`src/common/irq_ctrl_pkg.sv`:
```
// Register map, fields, reset values and timing counts of the interrupt controller.
package irq_ctrl_pkg;
    // Byte addresses on the Wishbone bus.
    localparam logic [7:0] ADDR_CONTROL   = 8'h00;
    localparam logic [7:0] ADDR_PFLAG_A   = 8'h04;
    localparam logic [7:0] ADDR_PFLAG_B   = 8'h08;
    localparam logic [7:0] ADDR_PEN_A     = 8'h0C;
    localparam logic [7:0] ADDR_PEN_B     = 8'h10;
    localparam logic [7:0] ADDR_OPTION    = 8'h14;
    localparam logic [7:0] ADDR_CORE      = 8'h18;
    localparam logic [7:0] ADDR_STATUS    = 8'h1C;

    // Control register fields.
    localparam int CTL_GEN    = 7;
    localparam int CTL_PEN    = 6;
    localparam int CTL_TWE    = 5;
    localparam int CTL_XPE    = 4;
    localparam int CTL_PCE    = 3;
    localparam int CTL_TWF    = 2;
    localparam int CTL_XPF    = 1;
    localparam int CTL_PCF    = 0;

    // Option register field and reset value.
    localparam int          OPT_EDGE      = 6;
    localparam logic [7:0]  OPTION_RESET  = 8'hFF;
    localparam logic [7:0]  CONTROL_RESET = 8'h00;

    // Core command register bits (write one to act).
    localparam int CORE_RET    = 0;
    localparam int CORE_SLEEP  = 1;

    // Status register fields.
    localparam int ST_SLEEP  = 0;
    localparam int ST_ACTIVE = 1;
    localparam int ST_REQ    = 2;

    // Instruction cycle is four clocks: phases Q1..Q4.
    localparam int          NUM_PHASES   = 4;
    localparam logic [1:0]  PHASE_Q1     = 2'h0;
    localparam logic [1:0]  PHASE_Q2     = 2'h1;
    localparam logic [1:0]  PHASE_Q4     = 2'h3;
    // Instruction cycles from sampled flag to vectoring.
    localparam int          VECTOR_DELAY_CYC = 3;
    localparam logic [12:0] IRQ_VECTOR   = 13'h0004;

    // Timer 0 rollover values.
    localparam logic [7:0]  TMR_MAX      = 8'hFF;
    localparam logic [7:0]  TMR_ZERO     = 8'h00;
endpackage : irq_ctrl_pkg

```
`src/common/flag_if.sv`:
```
// Interface carrying one source's set pulse, software clear and resulting flag.
`timescale 1ns/1ps
interface flag_if;
    logic set_p;
    logic clr_p;
    logic wr_p;
    logic wr_val;
    logic flag;
    modport owner (input set_p, input clr_p, input wr_p, input wr_val, output flag);
    modport user  (output set_p, output clr_p, output wr_p, output wr_val, input flag);
endinterface : flag_if

```
`src/rtl/irq_flag.sv`:
```
// One sticky interrupt request flag where a hardware set wins over a software write.
`timescale 1ns/1ps
module irq_flag (
    input  wire logic clk_i,
    input  wire logic rst_i,
    input  wire logic keep_i,
    flag_if.owner     f
);
    logic flag_r;

    always_ff @(posedge clk_i) begin
        if (rst_i && !keep_i) begin
            flag_r <= 1'b0;
        end else if (f.set_p) begin
            flag_r <= 1'b1;
        end else if (f.wr_p) begin
            flag_r <= f.wr_val;
        end else if (f.clr_p) begin
            flag_r <= 1'b0;
        end
    end

    assign f.flag = flag_r;
endmodule : irq_flag

```
`src/rtl/irq_edge.sv`:
```
// Edge detector that raises a one-cycle pulse on a selected edge of a sampled level.
`timescale 1ns/1ps
module irq_edge #(
    parameter int WIDTH = 1
) (
    input  wire logic             clk_i,
    input  wire logic             rst_i,
    input  wire logic [WIDTH-1:0] level_i,
    input  wire logic             rise_i,
    input  wire logic             any_i,
    output logic                  pulse_o
);
    logic [WIDTH-1:0] prev_r;

    initial begin
        if (WIDTH < 1) $error("irq_edge needs WIDTH of at least one");
    end

    always_ff @(posedge clk_i) begin
        if (rst_i) begin
            prev_r <= level_i;
        end else begin
            prev_r <= level_i;
        end
    end

    always_comb begin
        if (any_i) begin
            pulse_o = |(prev_r ^ level_i);
        end else if (rise_i) begin
            pulse_o = |(~prev_r & level_i);
        end else begin
            pulse_o = |(prev_r & ~level_i);
        end
    end
endmodule : irq_edge

```
`src/rtl/core_interrupt_controller.sv`:
```
// Interrupt controller of an 8-bit core: flags, masks, wake-up and vectoring over Wishbone.
//
// Summary of operation
// - Up to twelve sources, each with a request flag and enable bit.
// - A source event sets its flag regardless of its enable or global enable.
// - Global enable bit 7 of control allows unmasked sources; clear blocks all.
// - Global enable plus enabled set flag takes the interrupt three instruction cycles after the Q1 sample.
// - Every reset clears the global enable.
// - Taking an interrupt clears global enable, pushes return address, loads 0004h.
// - Return-from-interrupt leaves the routine and sets global enable again.
// - Peripheral flags and enables in two register pairs, gated by peripheral enable.
// - Software clears the flag before re-enabling, else it retriggers immediately.
// - Pin and port-change latency is three or four instruction cycles.
// - External flag set in Q4 to Q1, sampled once per cycle in Q1.
// - External pin edge triggered; option bit 6 picks rising or falling.
// - A valid external edge sets the external flag, control bit 1.
// - Control bit 4 masks the external pin interrupt.
// - Enabled pin event wakes from sleep; vector only if global enable set.
// - Timer 0 FFh to 00h rollover sets control bit 2; bit 5 masks it.
// - Any change on upper four port pins sets control bit 0; own enable.
// - A port change coinciding with a Q2 read still sets the flag.
// - Entry saves only the return address; software saves working registers.
// - Reset zeroes control except the port-change flag, which is kept.
`timescale 1ns/1ps
module core_interrupt_controller #(
    parameter int NUM_PERIPH_A = 8,
    parameter int NUM_PERIPH_B = 1
) (
    input  wire logic        clk_i,
    input  wire logic        rst_i,
    // Wishbone slave.
    input  wire logic        cyc_i,
    input  wire logic        stb_i,
    input  wire logic        we_i,
    input  wire logic [7:0]  adr_i,
    input  wire logic [3:0]  sel_i,
    input  wire logic [31:0] dat_i,
    output logic      [31:0] dat_o,
    output logic             ack_o,
    // Event sources.
    input  wire logic        ext_irq_pin_i,
    input  wire logic [3:0]  upper_pin_group_i,
    input  wire logic [7:0]  timer0_count_i,
    input  wire logic [7:0]  periph_a_set_i,
    input  wire logic [7:0]  periph_b_set_i,
    // Core sequencer interface.
    input  wire logic [12:0] return_pc_i,
    output logic             vector_o,
    output logic [12:0]      vector_pc_o,
    output logic [12:0]      push_pc_o,
    output logic             wake_o,
    output logic             sleeping_o
);
    // ------------------------------------------------------------------
    // Parameter check
    // ------------------------------------------------------------------
    initial begin
        if (NUM_PERIPH_A < 0 || NUM_PERIPH_A > 8 || NUM_PERIPH_B < 0 || NUM_PERIPH_B > 8
            || 3 + NUM_PERIPH_A + NUM_PERIPH_B > 12) begin
            $error("core_interrupt_controller supports at most twelve sources");
        end
    end

    // ------------------------------------------------------------------
    // Phase counter and bus decode
    // ------------------------------------------------------------------
    logic [1:0]  phase_r;
    logic        req_go;
    logic        wr_ctl;
    logic        wr_pfa;
    logic        wr_pfb;
    logic [7:0]  wdat;
    logic        core_wr;

    always_ff @(posedge clk_i) begin
        if (rst_i) begin
            phase_r <= irq_ctrl_pkg::PHASE_Q1;
        end else begin
            phase_r <= phase_r + 2'h1;
        end
    end

    assign req_go  = cyc_i && stb_i && !ack_o;
    assign wdat    = sel_i[0] ? dat_i[7:0] : 8'h00;
    assign wr_ctl  = req_go && we_i && sel_i[0] && adr_i == irq_ctrl_pkg::ADDR_CONTROL;
    assign wr_pfa  = req_go && we_i && sel_i[0] && adr_i == irq_ctrl_pkg::ADDR_PFLAG_A;
    assign wr_pfb  = req_go && we_i && sel_i[0] && adr_i == irq_ctrl_pkg::ADDR_PFLAG_B;
    assign core_wr = req_go && we_i && sel_i[0] && adr_i == irq_ctrl_pkg::ADDR_CORE;

    // ------------------------------------------------------------------
    // Enable registers
    // ------------------------------------------------------------------
    logic        gen_r;
    logic [6:3]  ctl_en_r;
    logic [7:0]  pen_a_r;
    logic [7:0]  pen_b_r;
    logic [7:0]  option_r;
    logic        take;
    logic        ret_go;

    assign ret_go = core_wr && dat_i[irq_ctrl_pkg::CORE_RET];

    always_ff @(posedge clk_i) begin
        if (rst_i) begin
            gen_r <= 1'b0;
        end else if (take) begin
            gen_r <= 1'b0;
        end else if (ret_go) begin
            gen_r <= 1'b1;
        end else if (wr_ctl) begin
            gen_r <= wdat[irq_ctrl_pkg::CTL_GEN];
        end
    end

    always_ff @(posedge clk_i) begin
        if (rst_i) begin
            ctl_en_r <= irq_ctrl_pkg::CONTROL_RESET[6:3];
            pen_a_r  <= 8'h00;
            pen_b_r  <= 8'h00;
            option_r <= irq_ctrl_pkg::OPTION_RESET;
        end else if (req_go && we_i && sel_i[0]) begin
            if (adr_i == irq_ctrl_pkg::ADDR_CONTROL) begin
                ctl_en_r <= wdat[6:3];
            end else if (adr_i == irq_ctrl_pkg::ADDR_PEN_A) begin
                pen_a_r <= wdat;
            end else if (adr_i == irq_ctrl_pkg::ADDR_PEN_B) begin
                pen_b_r <= wdat;
            end else if (adr_i == irq_ctrl_pkg::ADDR_OPTION) begin
                option_r <= wdat;
            end
        end
    end

    // ------------------------------------------------------------------
    // Source detection
    // ------------------------------------------------------------------
    logic       ext_edge;
    logic       pin_chg;
    logic [7:0] tmr_prev_r;
    logic       tmr_wrap;
    logic       ext_pend_r;

    irq_edge #(.WIDTH(1)) u_ext_edge (
        .clk_i   (clk_i),
        .rst_i   (rst_i),
        .level_i (ext_irq_pin_i),
        .rise_i  (option_r[irq_ctrl_pkg::OPT_EDGE]),
        .any_i   (1'b0),
        .pulse_o (ext_edge)
    );

    // Compares against every sample, so a change during a port read is never lost.
    irq_edge #(.WIDTH(4)) u_pin_chg (
        .clk_i   (clk_i),
        .rst_i   (rst_i),
        .level_i (upper_pin_group_i),
        .rise_i  (1'b0),
        .any_i   (1'b1),
        .pulse_o (pin_chg)
    );

    always_ff @(posedge clk_i) begin
        if (rst_i) begin
            tmr_prev_r <= irq_ctrl_pkg::TMR_ZERO;
        end else begin
            tmr_prev_r <= timer0_count_i;
        end
    end

    assign tmr_wrap = tmr_prev_r == irq_ctrl_pkg::TMR_MAX && timer0_count_i == irq_ctrl_pkg::TMR_ZERO;

    // An edge seen in Q2 or Q3 is held and posted to the flag in Q4, so an edge only sets the flag in Q4..Q1.
    always_ff @(posedge clk_i) begin
        if (rst_i) begin
            ext_pend_r <= 1'b0;
        end else if (phase_r == irq_ctrl_pkg::PHASE_Q4 || phase_r == irq_ctrl_pkg::PHASE_Q1) begin
            ext_pend_r <= 1'b0;
        end else if (ext_edge) begin
            ext_pend_r <= 1'b1;
        end
    end

    // ------------------------------------------------------------------
    // Flags
    // ------------------------------------------------------------------
    localparam int NUM_FLAGS = 19;
    flag_if fl [NUM_FLAGS] ();
    logic [NUM_FLAGS-1:0] set_v;
    logic [NUM_FLAGS-1:0] wr_v;
    logic [NUM_FLAGS-1:0] val_v;
    logic [NUM_FLAGS-1:0] keep_v;
    logic [NUM_FLAGS-1:0] flag_v;
    logic                 ext_in_window;

    assign ext_in_window = phase_r == irq_ctrl_pkg::PHASE_Q4 || phase_r == irq_ctrl_pkg::PHASE_Q1;

    always_comb begin
        set_v  = '0;
        wr_v   = '0;
        val_v  = '0;
        keep_v = '0;
        set_v[irq_ctrl_pkg::CTL_PCF] = pin_chg;
        set_v[irq_ctrl_pkg::CTL_XPF] = ext_in_window && (ext_edge || ext_pend_r);
        set_v[irq_ctrl_pkg::CTL_TWF] = tmr_wrap;
        set_v[10:3]                   = periph_a_set_i;
        set_v[18:11]                  = periph_b_set_i;
        wr_v[2:0]                     = {3{wr_ctl}};
        wr_v[10:3]                    = {8{wr_pfa}};
        wr_v[18:11]                   = {8{wr_pfb}};
        val_v[2:0]                    = wdat[2:0];
        val_v[10:3]                   = wdat;
        val_v[18:11]                  = wdat;
        keep_v[irq_ctrl_pkg::CTL_PCF] = 1'b1;
    end

    for (genvar i = 0; i < NUM_FLAGS; i++) begin : g_flag
        assign fl[i].set_p  = set_v[i];
        assign fl[i].clr_p  = 1'b0;
        assign fl[i].wr_p   = wr_v[i];
        assign fl[i].wr_val = val_v[i];
        assign flag_v[i]    = fl[i].flag;
        irq_flag u_flag (
            .clk_i  (clk_i),
            .rst_i  (rst_i),
            .keep_i (keep_v[i]),
            .f      (fl[i])
        );
    end

    // ------------------------------------------------------------------
    // Request and vectoring
    // ------------------------------------------------------------------
    typedef enum logic [1:0] {
        ST_RUN   = 2'b00,
        ST_WAIT  = 2'b01,
        ST_SLEEP = 2'b10
    } state_t;

    state_t      state_r;
    state_t      state_nxt;
    logic        core_req;
    logic        q1_req_r;
    logic [1:0]  delay_r;
    logic [7:0]  pmask_a;
    logic [7:0]  pmask_b;
    logic        wake_evt;

    assign pmask_a = NUM_PERIPH_A == 0 ? 8'h00 : 8'hFF >> (8 - NUM_PERIPH_A);
    assign pmask_b = NUM_PERIPH_B == 0 ? 8'h00 : 8'hFF >> (8 - NUM_PERIPH_B);

    assign core_req = (flag_v[irq_ctrl_pkg::CTL_PCF] && ctl_en_r[irq_ctrl_pkg::CTL_PCE])
        || (flag_v[irq_ctrl_pkg::CTL_XPF] && ctl_en_r[irq_ctrl_pkg::CTL_XPE])
        || (flag_v[irq_ctrl_pkg::CTL_TWF] && ctl_en_r[irq_ctrl_pkg::CTL_TWE])
        || (ctl_en_r[irq_ctrl_pkg::CTL_PEN]
            && |((flag_v[10:3] & pen_a_r & pmask_a) | (flag_v[18:11] & pen_b_r & pmask_b)));

    assign wake_evt = core_req;
    assign take     = state_r == ST_WAIT && delay_r == 2'h0 && phase_r == irq_ctrl_pkg::PHASE_Q4 && gen_r;

    // Request is latched once per instruction cycle at Q1.
    always_ff @(posedge clk_i) begin
        if (rst_i) begin
            q1_req_r <= 1'b0;
        end else if (phase_r == irq_ctrl_pkg::PHASE_Q1) begin
            q1_req_r <= core_req && gen_r;
        end
    end

    always_comb begin
        state_nxt = state_r;
        case (state_r)
            ST_RUN: begin
                if (core_wr && dat_i[irq_ctrl_pkg::CORE_SLEEP]) begin
                    state_nxt = ST_SLEEP;
                end else if (q1_req_r && phase_r == irq_ctrl_pkg::PHASE_Q2) begin
                    state_nxt = ST_WAIT;
                end
            end
            ST_WAIT: begin
                if (!gen_r || take) begin
                    state_nxt = ST_RUN;
                end
            end
            ST_SLEEP: begin
                if (wake_evt) begin
                    state_nxt = ST_RUN;
                end
            end
            default: begin
                state_nxt = ST_RUN;
            end
        endcase
    end

    always_ff @(posedge clk_i) begin
        if (rst_i) begin
            state_r <= ST_RUN;
        end else begin
            state_r <= state_nxt;
        end
    end

    // Extra instruction cycles keep latency at three to four regardless of instruction length.
    always_ff @(posedge clk_i) begin
        if (rst_i) begin
            delay_r <= 2'h0;
        end else if (state_r != ST_WAIT) begin
            delay_r <= 2'(irq_ctrl_pkg::VECTOR_DELAY_CYC - 1);
        end else if (phase_r == irq_ctrl_pkg::PHASE_Q4 && delay_r != 2'h0) begin
            delay_r <= delay_r - 2'h1;
        end
    end

    always_ff @(posedge clk_i) begin
        if (rst_i) begin
            vector_o    <= 1'b0;
            vector_pc_o <= 13'h0000;
            push_pc_o   <= 13'h0000;
            wake_o      <= 1'b0;
            sleeping_o  <= 1'b0;
        end else begin
            vector_o    <= take;
            vector_pc_o <= irq_ctrl_pkg::IRQ_VECTOR;
            push_pc_o   <= take ? return_pc_i : push_pc_o;
            wake_o      <= state_r == ST_SLEEP && wake_evt;
            sleeping_o  <= state_nxt == ST_SLEEP;
        end
    end

    // ------------------------------------------------------------------
    // Read data and acknowledge
    // ------------------------------------------------------------------
    logic [7:0] ctl_rd;
    logic [7:0] rd;

    assign ctl_rd = {gen_r, ctl_en_r, flag_v[2:0]};

    always_comb begin
        if (adr_i == irq_ctrl_pkg::ADDR_CONTROL) begin
            rd = ctl_rd;
        end else if (adr_i == irq_ctrl_pkg::ADDR_PFLAG_A) begin
            rd = flag_v[10:3];
        end else if (adr_i == irq_ctrl_pkg::ADDR_PFLAG_B) begin
            rd = flag_v[18:11];
        end else if (adr_i == irq_ctrl_pkg::ADDR_PEN_A) begin
            rd = pen_a_r;
        end else if (adr_i == irq_ctrl_pkg::ADDR_PEN_B) begin
            rd = pen_b_r;
        end else if (adr_i == irq_ctrl_pkg::ADDR_OPTION) begin
            rd = option_r;
        end else if (adr_i == irq_ctrl_pkg::ADDR_STATUS) begin
            rd = {5'h00, core_req, state_r == ST_WAIT, state_r == ST_SLEEP};
        end else begin
            rd = 8'h00;
        end
    end

    always_ff @(posedge clk_i) begin
        if (rst_i) begin
            ack_o <= 1'b0;
            dat_o <= 32'h00000000;
        end else begin
            ack_o <= req_go;
            dat_o <= req_go ? {24'h000000, rd} : 32'h00000000;
        end
    end
endmodule : core_interrupt_controller

```
`config.mk`:
```
export PLATFORM = sky130hd
export DESIGN_NAME = core_interrupt_controller
export DESIGN_NICKNAME = d
export VERILOG_FILES = /design/src/common/irq_ctrl_pkg.sv /design/src/common/flag_if.sv /design/src/rtl/irq_flag.sv /design/src/rtl/irq_edge.sv /design/src/rtl/core_interrupt_controller.sv
export SDC_FILE = /design/constraint.sdc
export NUM_CORES = 1
export LEC_CHECK = 0
export BUFFER_PORTS_ARGS = -buffer_cell sky130_fd_sc_hd__buf_2
export CAP_MARGIN = 20
export CELL_PAD_IN_SITES_DETAIL_PLACEMENT = 0
export CELL_PAD_IN_SITES_GLOBAL_PLACEMENT = 1
export CORE_MARGIN = 5
export CORE_UTILIZATION = 39
export DETAILED_ROUTE_END_ITERATION = 10
export PLACE_DENSITY = 0.93
export SLEW_MARGIN = 10
export SYNTH_ARGS = -nofsm -noshare
export SYNTH_HDL_FRONTEND = slang
export SYNTH_SLANG_ARGS = --single-unit
```
`constraint.sdc`:
```
create_clock -name clk_i -period 2.35 [get_ports clk_i]
set_input_delay 0.3525 -clock clk_i [delete_from_list [all_inputs] [get_ports clk_i]]
set_output_delay 0.3525 -clock clk_i [all_outputs]
set_load 0.01 [all_outputs]
```
==> reports/metrics.cfg, run 1 <==
[clocking]
cts.sinks = 95
clk_pin_slew_ns = 0.06
clock_latency_ns = 0.34
post-cts-setup-buffers = 0
clockBufferDepth = 2
ctsResizeCount = 0
cts_tree = yes
htree_levels = 3
hold_buffers = 0
numCtsBuffers = 9
cts_root_buf = clkbuf_16

[pwr]
p_seq_share_pct = 50.6
irDropWorstVdd_mv = 0.436
clkPwrFrac_pct = 40.6
p_sw_share_pct = 23.7
p_sw_uw = 787
power_density_mw_per_mm2 = 642
comb_power_share_pct = 8.8
leakagePower_nw = 2.23
p_int_mw = 2.53

[layout]
fillers = 1066
areaGrowthSynthToFinish_pct = 16.9
fin_nets = 684
drive_gt1_share_pct = 25.3
n_antenna_cell = 0

[critical_path]
end_kind = register
critical_path_class = register to register
cp.depth = 5
cpPeakStageDelay_ns = 0.40
start_kind = register
critical_path.max_fanout = 16
critPathArrivalTime_ns = 2.10
crit_family = simple AND/OR/NAND/NOR gates
ff2ff_path_depth = 5
required_ns = 2.54
crit_buf_inv = 0
cp_slowest_cell = nor3_4
crit_path_cell_trace = nand3b_1 > nor3_4 > nand2_2 > nor3_1 > a211oi_2

[logic_synthesis]
synth_common_cells = dfxtp_1 (95), nand2_1 (64), buf_4 (39)
yosys_warnings = 0
yosysTopAreaCell = dfxtp_1
synth_cell_types = 51
ys_seq_elements = 95
yosysMostFrequentCell = dfxtp_1
synth_area_sq_mm = 0.00441
synth.yosys.seq_area_share_pct = 43.1
synth_ff_type = dfxtp_1
netlist_top_cells_area = dfxtp_1 (43%), buf_4 (6.6%), mux2i_1 (5.4%)
synth_edf_count = 0
async_flop_share_pct = 0
syn_inst = 497
avgSynthCellArea_sq_um = 8.88
yosys.area.top_type_share_pct = 43.1

[floorplanning]
start_util_pct = 40.2
placementRows = 38
io_pins = 153
fp.dieArea_sq_mm = 0.0135
chipHeight_microns = 116
die_w_microns = 116
core_area_sq_mm = 0.0110

[detailed_routing]
viasPerCell = 5.22
drtPass1Iterations = 5
drc_errors = 0
dr_total_vias = 3834
final_antenna_net_count = 0
routedWlPerCell_microns = 15.8
first_iter_violations = 229
totalWireLength_microns = 11600

[placement]
dp_hpwl_microns = 8740
pre_cts_ws_ns = 0.201
io_buffer_count = 89
gp_congestion = 0.936

[global_route]
grt_pass1_wl_microns = 18200
grt-ovfl-total = 0
grtUsageTotal_pct = 17.3
grt_pass1_vias = 3584
grt_max_degree = 70
antenna_found_initial = 0

[sta]
setup_slack_ns = 0.442
fin_crit_ns = 1.91
worst_slew_pin_slew_ns = 0.770
finalCritPeriodShare_pct = 81.2
setup_violations = 0
finalHoldViolations = 0
final.setup.tns_ns = 0
rsz0062_at_grt = false
finClkSkew_ns = 0.00542
slew_violations = 0
max_freq_mhz = 524
maxSlewHeadroom_pct = 48.7

[run_status]
run_status = finished, final reports clean

[hold_path]
hold_depth = 1
hold_path_class = primary input to register

[run]
drv_cap = 0

metrics by stage:
stage          area [sq um]  instances  total power, mW  hold WS (ns)  util [%]
2_1_floorplan          4550        532             1.92         0.380         -
4_1_cts                5160        734             3.34         0.127      47.0
6_report               5160        734             3.31         0.137      47.0
3_5_place_dp           4880        718             2.00         0.446      44.5
5_1_grt                5160        734             3.45         0.122      47.0
3_3_place_gp           4880        718             1.99         0.439      44.5
power by group through the flow:
stage / clock network (mW) / logic, mW / registers (mW)
4_1_cts: 1.38 / 0.289 / 1.68
2_1_floorplan: 0 / 0.215 / 1.70
3_3_place_gp: 0 / 0.282 / 1.71
6_report: 1.35 / 0.290 / 1.68
3_5_place_dp: 0 / 0.288 / 1.71
5_1_grt: 1.45 / 0.322 / 1.68
metal layers:
metal  global-route usage (%)  vias up  wire (microns)
met1                     22.5     1793            4940
met5                        0        -               0
met4                     4.72        0             144
met3                     5.65       11            1090
met2                     27.8      172            5430
li1                         -     1858               -
placed cells by master, fill, tap and decap left out, types with 2 or more instances in the layout:
cell,Yosys,final
a2111oi_1,2,2
a211oi_1,3,3
a211oi_2,8,8
a21boi_0,2,2
a21oi_1,31,31
a221oi_1,2,2
a222oi_1,2,2
a22oi_1,8,8
a2bb2oi_1,2,2
a31o_2,2,2
a32oi_1,2,2
buf_2,7,89
buf_4,39,17
clkbuf_16,0,9
clkbuf_8,0,2
clkinv_2,0,4
conb_1,1,36
dfxtp_1,95,95
ha_1,4,4
inv_1,9,9
mux2i_1,24,24
nand2_1,64,64
nand2b_1,6,6
nand3_1,29,29
nand3b_1,3,3
nand4_1,5,5
nor2_1,38,38
nor2b_1,14,14
nor3_1,33,33
nor3_2,5,5
nor3_4,4,4
nor4_1,3,3
nor4_2,2,2
o21ai_0,4,4
o22ai_1,7,7
o31ai_1,2,2
or3_1,3,3
xor2_1,4,4
worst reg2reg max path, stage by stage (launching register included):
cell	delay [ns]
dfxtp_1	0.30
nand3b_1	0.29
nor3_4	0.40
nand2_2	0.34
nor3_1	0.35
a211oi_2	0.08
kinds of logic after synthesis:
family / share of synthesized area (%)
and+or+nand+nor: 25.7
xor gates and xnor gates: 0.992
adders and majority gates: 1.13
DFF: 43.1
muxes: 5.70
other: 0.0850
AOI/OAI and AO/OA: 13.2
buffers and inverters: 10.1
flip-flops by register name, summed over array words and instances (netlist names):
signal                flops
tmr_prev_r                8
dat_o                     8
q1_req_r                  1
phase_r                   2
u_pin_chg.prev_r          4
ack_o                     1
state_r                   2
vector_o                  1
pen_a_r                   8
vector_pc_o               1
wake_o                    1
option_r                  8
sleeping_o                1
delay_r                   2
push_pc_o                13
ext_pend_r                1
gen_r                     1
pen_b_r                   8
g_flag.u_flag.f.flag     19
ctl_en_r                  4
u_ext_edge.prev_r         1
final timing paths:
check	start	endpoint	slack [ns]
worst max-delay path	ack_o$_SDFF_PP0_	g_flag[4].u_flag.f.flag$_SDFFE_PP0P_	0.44
worst min-delay path	upper_pin_group_i[3]	u_pin_chg.prev_r[3]$_DFF_P_	0.14
worst max register to register	ack_o$_SDFF_PP0_	g_flag[4].u_flag.f.flag$_SDFFE_PP0P_	0.44
worst min register to register	push_pc_o[10]$_SDFFE_PP0P_	push_pc_o[10]$_SDFFE_PP0P_	0.45
cell type report:
cell class / instances / area, sq um / area share (%)
tap: 140 / 175 / 3.39
timing repair buffer: 106 / 573 / 11.1
inverter: 9 / 33.8 / 0.655
clock buffer: 12 / 256 / 4.97
sequential: 95 / 1900 / 36.9
multi-input combinational: 368 / 2200 / 42.6
clock inverter: 4 / 20.0 / 0.388
No activity file was read; power rests on OpenSTA's default activity.
==> run 2, diff against run 1 <==
- ABC_AREA: not set -> 1
- CORE_UTILIZATION: 39 -> 32
- PLACE_DENSITY: 0.93 -> 0.85
- clock period: 2.35 -> 1.5 ns (I/O delays scaled with it)
==> run 2 against run 1 <==
Net effect:
- die area up 18%
- flip-flop and latch count unchanged
- sequential power up 56%
- maximum frequency up 35%
- via count down 0.50%
- setup slack worse by 0.35 ns
- area after synthesis down 2.0%
- critical path depth up 3
- routed wire length down 0.39%
==> reports/metrics.cfg, run 2 <==
[clocking]
cts_root_buf = clkbuf_16
clock_latency_ns = 0.35  ; about the same
htree_levels = 3  ; unchanged
cts_tree = yes
cts.sinks = 95  ; unchanged
clockBufferDepth = 2  ; unchanged
numCtsBuffers = 9  ; unchanged
clk_pin_slew_ns = 0.07  ; about the same

[layout]
largest_register_ffs = 19  ; unchanged
regArea_sq_mm = 0.00190  ; +0.13%
areaGrowthSynthToFinish_pct = 29.1
post-route-util_pct = 42.2  ; -4.8 points
n_antenna_cell = 0  ; unchanged
fin_nets = 767  ; +12%
drive_gt1_share_pct = 28.7  ; +3.4 points
fin_area_sq_mm = 0.00558  ; +8.2%
layout_common_cells = nand2_1 (109), dfxtp_1 (93), buf_2 (89), inv_1 (58), a21oi_1 (50)
multi_input_area_sq_mm = 0.00195  ; -11%
final_common_cell = nand2_1
fillers = 1392  ; +31%

[floorplanning]
chipHeight_microns = 126  ; +8.5%
core_area_sq_mm = 0.0132  ; +21%
placementRows = 42  ; +11%
fp.dieArea_sq_mm = 0.0159  ; +18%
io_pins = 153  ; unchanged
die_w_microns = 126  ; +8.5%
start_util_pct = 32.7  ; -7.5 points

[critical_path]
cpPeakStageDelay_ns = 0.33  ; -0.07 ns
critical_path_class = register to register
crit_top_cell = buf_6
start_kind = register
critPathArrivalTime_ns = 1.64  ; -0.46 ns
required_ns = 1.73  ; -0.81 ns
critical_path.max_fanout = 8  ; -8
cp_slowest_cell = dfxtp_2
crit_path_cell_trace = nor2_4 > nand4_4 > buf_6 > nor3_4 > buf_6 > buf_12 > buf_4 > a21oi_1
end_kind = register

[sta]
timing.hold.ws_ns = 0.0581  ; -0.0790 ns
setup_violations = 0  ; unchanged
fin_crit_ns = 1.41  ; -0.498 ns
finalHoldViolations = 0  ; unchanged
finClkSkew_ns = 0.00777  ; +0.00234 ns
slew_violations = 0  ; unchanged
rsz0062_at_grt = true
finalCritPeriodShare_pct = 94.0  ; +13 points
max_freq_mhz = 709  ; +35%

[logic_synthesis]
yosysTopAreaCell = dfxtp_1
synth-xor-area-share_pct = 1.01  ; +0.021 points
synth_fa_ha_area_share_pct = 1.16  ; +0.024 points
yosysMostFrequentCell = nand2_1
yosys.area_share.simple_pct = 22.9  ; -2.8 points
synth_compound_gate_area_share_pct = 16.0  ; +2.8 points
async_flop_share_pct = 0  ; unchanged
synth_top_family_by_area = simple AND/OR/NAND/NOR gates
synth_cell_types = 39  ; -24%
netlist_top_cells_area = dfxtp_1 (44%), nand2_1 (9.5%), buf_4 (6.6%)
synth_ff_type = dfxtp_1
avgSynthCellArea_sq_um = 7.92  ; -11%
synth_edf_count = 0  ; unchanged
yosys.area.top_type_share_pct = 44.0  ; +0.90 points
ys_seq_elements = 95  ; unchanged
synth_common_cells = nand2_1 (110), dfxtp_1 (95), inv_1 (61)
syn_inst = 546  ; +9.9%
synth_area_sq_mm = 0.00432  ; -2.0%
yosys_warnings = 0  ; unchanged
synthMuxAreaShare_pct = 0  ; -5.7 points
synth.yosys.seq_area_share_pct = 44.0  ; +0.90 points

[detailed_routing]
routedWlPerCell_microns = 13.6  ; -14%
first_iter_violations = 221  ; -3.5%
drtPass1Iterations = 4  ; -1
totalWireLength_microns = 11600  ; -0.39%
dr_total_vias = 3815  ; -0.50%
viasPerCell = 4.47  ; -14%
drc_errors = 0  ; unchanged
final_antenna_net_count = 0  ; unchanged

[pwr]
leakagePower_nw = 2.81  ; +26%
power_density_mw_per_mm2 = 1020  ; +59%
design_power_total_mw = 5.70  ; +72%
irDropWorstVdd_mv = 0.532  ; +22%

[global_route]
grt_pass1_wl_microns = 18000  ; -0.84%
grt_max_degree = 39  ; -44%
antenna_found_initial = 1  ; +1
grtUsageTotal_pct = 14.3  ; -3.0 points
grt-ovfl-total = 0  ; unchanged
grt_pass1_vias = 3576  ; -0.22%

[run]
drv_cap = 0  ; unchanged

[placement]
gp_congestion = 0.804  ; -14%
io_buffer_count = 89  ; unchanged
dpl-instance-area_sq_mm = 0.00504  ; +3.3%
dp_hpwl_microns = 8450  ; -3.2%

[hold_path]
hold_path_class = primary input to register

[run_status]
run_status = finished, final reports clean

-- run 2: changes by cell type in the layout (fill, tap and decap cells not counted), sizes merged, moves of 24 or more --
| cell | before | now |
|---|---|---|
| o21ai | 4 | 36 |
| nand2 | 65 | 115 |
| nor3 | 42 | 4 |
| inv | 9 | 69 |
| a21oi | 31 | 57 |
| mux2i | 24 | 0 |
-- run 2: stage by stage --
step | setup TNS [ns] | cells | worst slack [ns]
floorplan | 0 | 581 | 0.139
global placement | 0 | 826 | 0.0139
detailed placement | -0.0975 | 826 | -0.0477
CTS | 0 | 847 | 0.0250
global route | -0.0112 | 853 | -0.00712
finish | 0 | 853 | 0.0896
-- run 2: worst max-delay path: cells and delay by family (launching register included) --
family,cells,cell delay [ns]
buffers and inverters,4,0.53
flip-flops,1,0.33
AND/OR/NAND/NOR,3,0.38
AO/OA/AOI/OAI,1,0.05
-- run 2: timing repair --
item	CTS	global route
buffers inserted	0	5
hold endpoints to repair	5	0
gates resized for setup	0	22
setup endpoints to repair	0	27
hold buffers	5	0
-- run 2: metal layers --
layer	routed length, microns	track usage (%)	vias up
met4	211	3.66	2
met1	4790	17.1	1739
met5	13	0	-
met3	778	4.61	20
li1	-	-	1947
met2	5770	25.0	107
-- run 2: area by class of cell --
class                           count  area share (%)
Inverter                           70            5.00
Clock buffer                       10            4.10
Sequential cell                    95            34.1
Clock inverter                      6            2.08
Timing Repair Buffer              133            15.8
Tap cell                          176            3.94
Multi-Input combinational cell    363            34.9
-- run 2: path summary, 6_finish.rpt --
| path | cells after the start | slack (ns) | from | to |
|---|---|---|---|---|
| max reg2reg | 8 | 0.09 | ack_o$_SDFF_PP0_ | pen_a_r[5]$_SDFFE_PP0P_ |
| min reg2reg | 2 | 0.46 | push_pc_o[2]$_SDFFE_PP0P_ | push_pc_o[2]$_SDFFE_PP0P_ |
| min | 3 | 0.06 | return_pc_i[0] | push_pc_o[0]$_SDFFE_PP0P_ |
| max | 8 | 0.09 | ack_o$_SDFF_PP0_ | pen_a_r[5]$_SDFFE_PP0P_ |
-- run 2: power breakdown --
part | total (mW) | internal [mW] | switching, mW | leakage (nW)
clock network | 2.65 | 1.64 | 1.01 | 0.167
registers | 2.62 | 2.59 | 0.0366 | 0.778
logic | 0.425 | 0.170 | 0.255 | 1.87
-- run 2: cells by family (layout without fill, tap and decap cells) --
kind of cell,after synthesis,count (layout)
AND/OR/NAND/NOR,200,200
buffers and inverters,123,219
AO/OA/AOI/OAI,118,118
flip-flops,95,95
XOR/XNOR,5,5
adder cells (fa/ha/maj),4,4
other,1,36
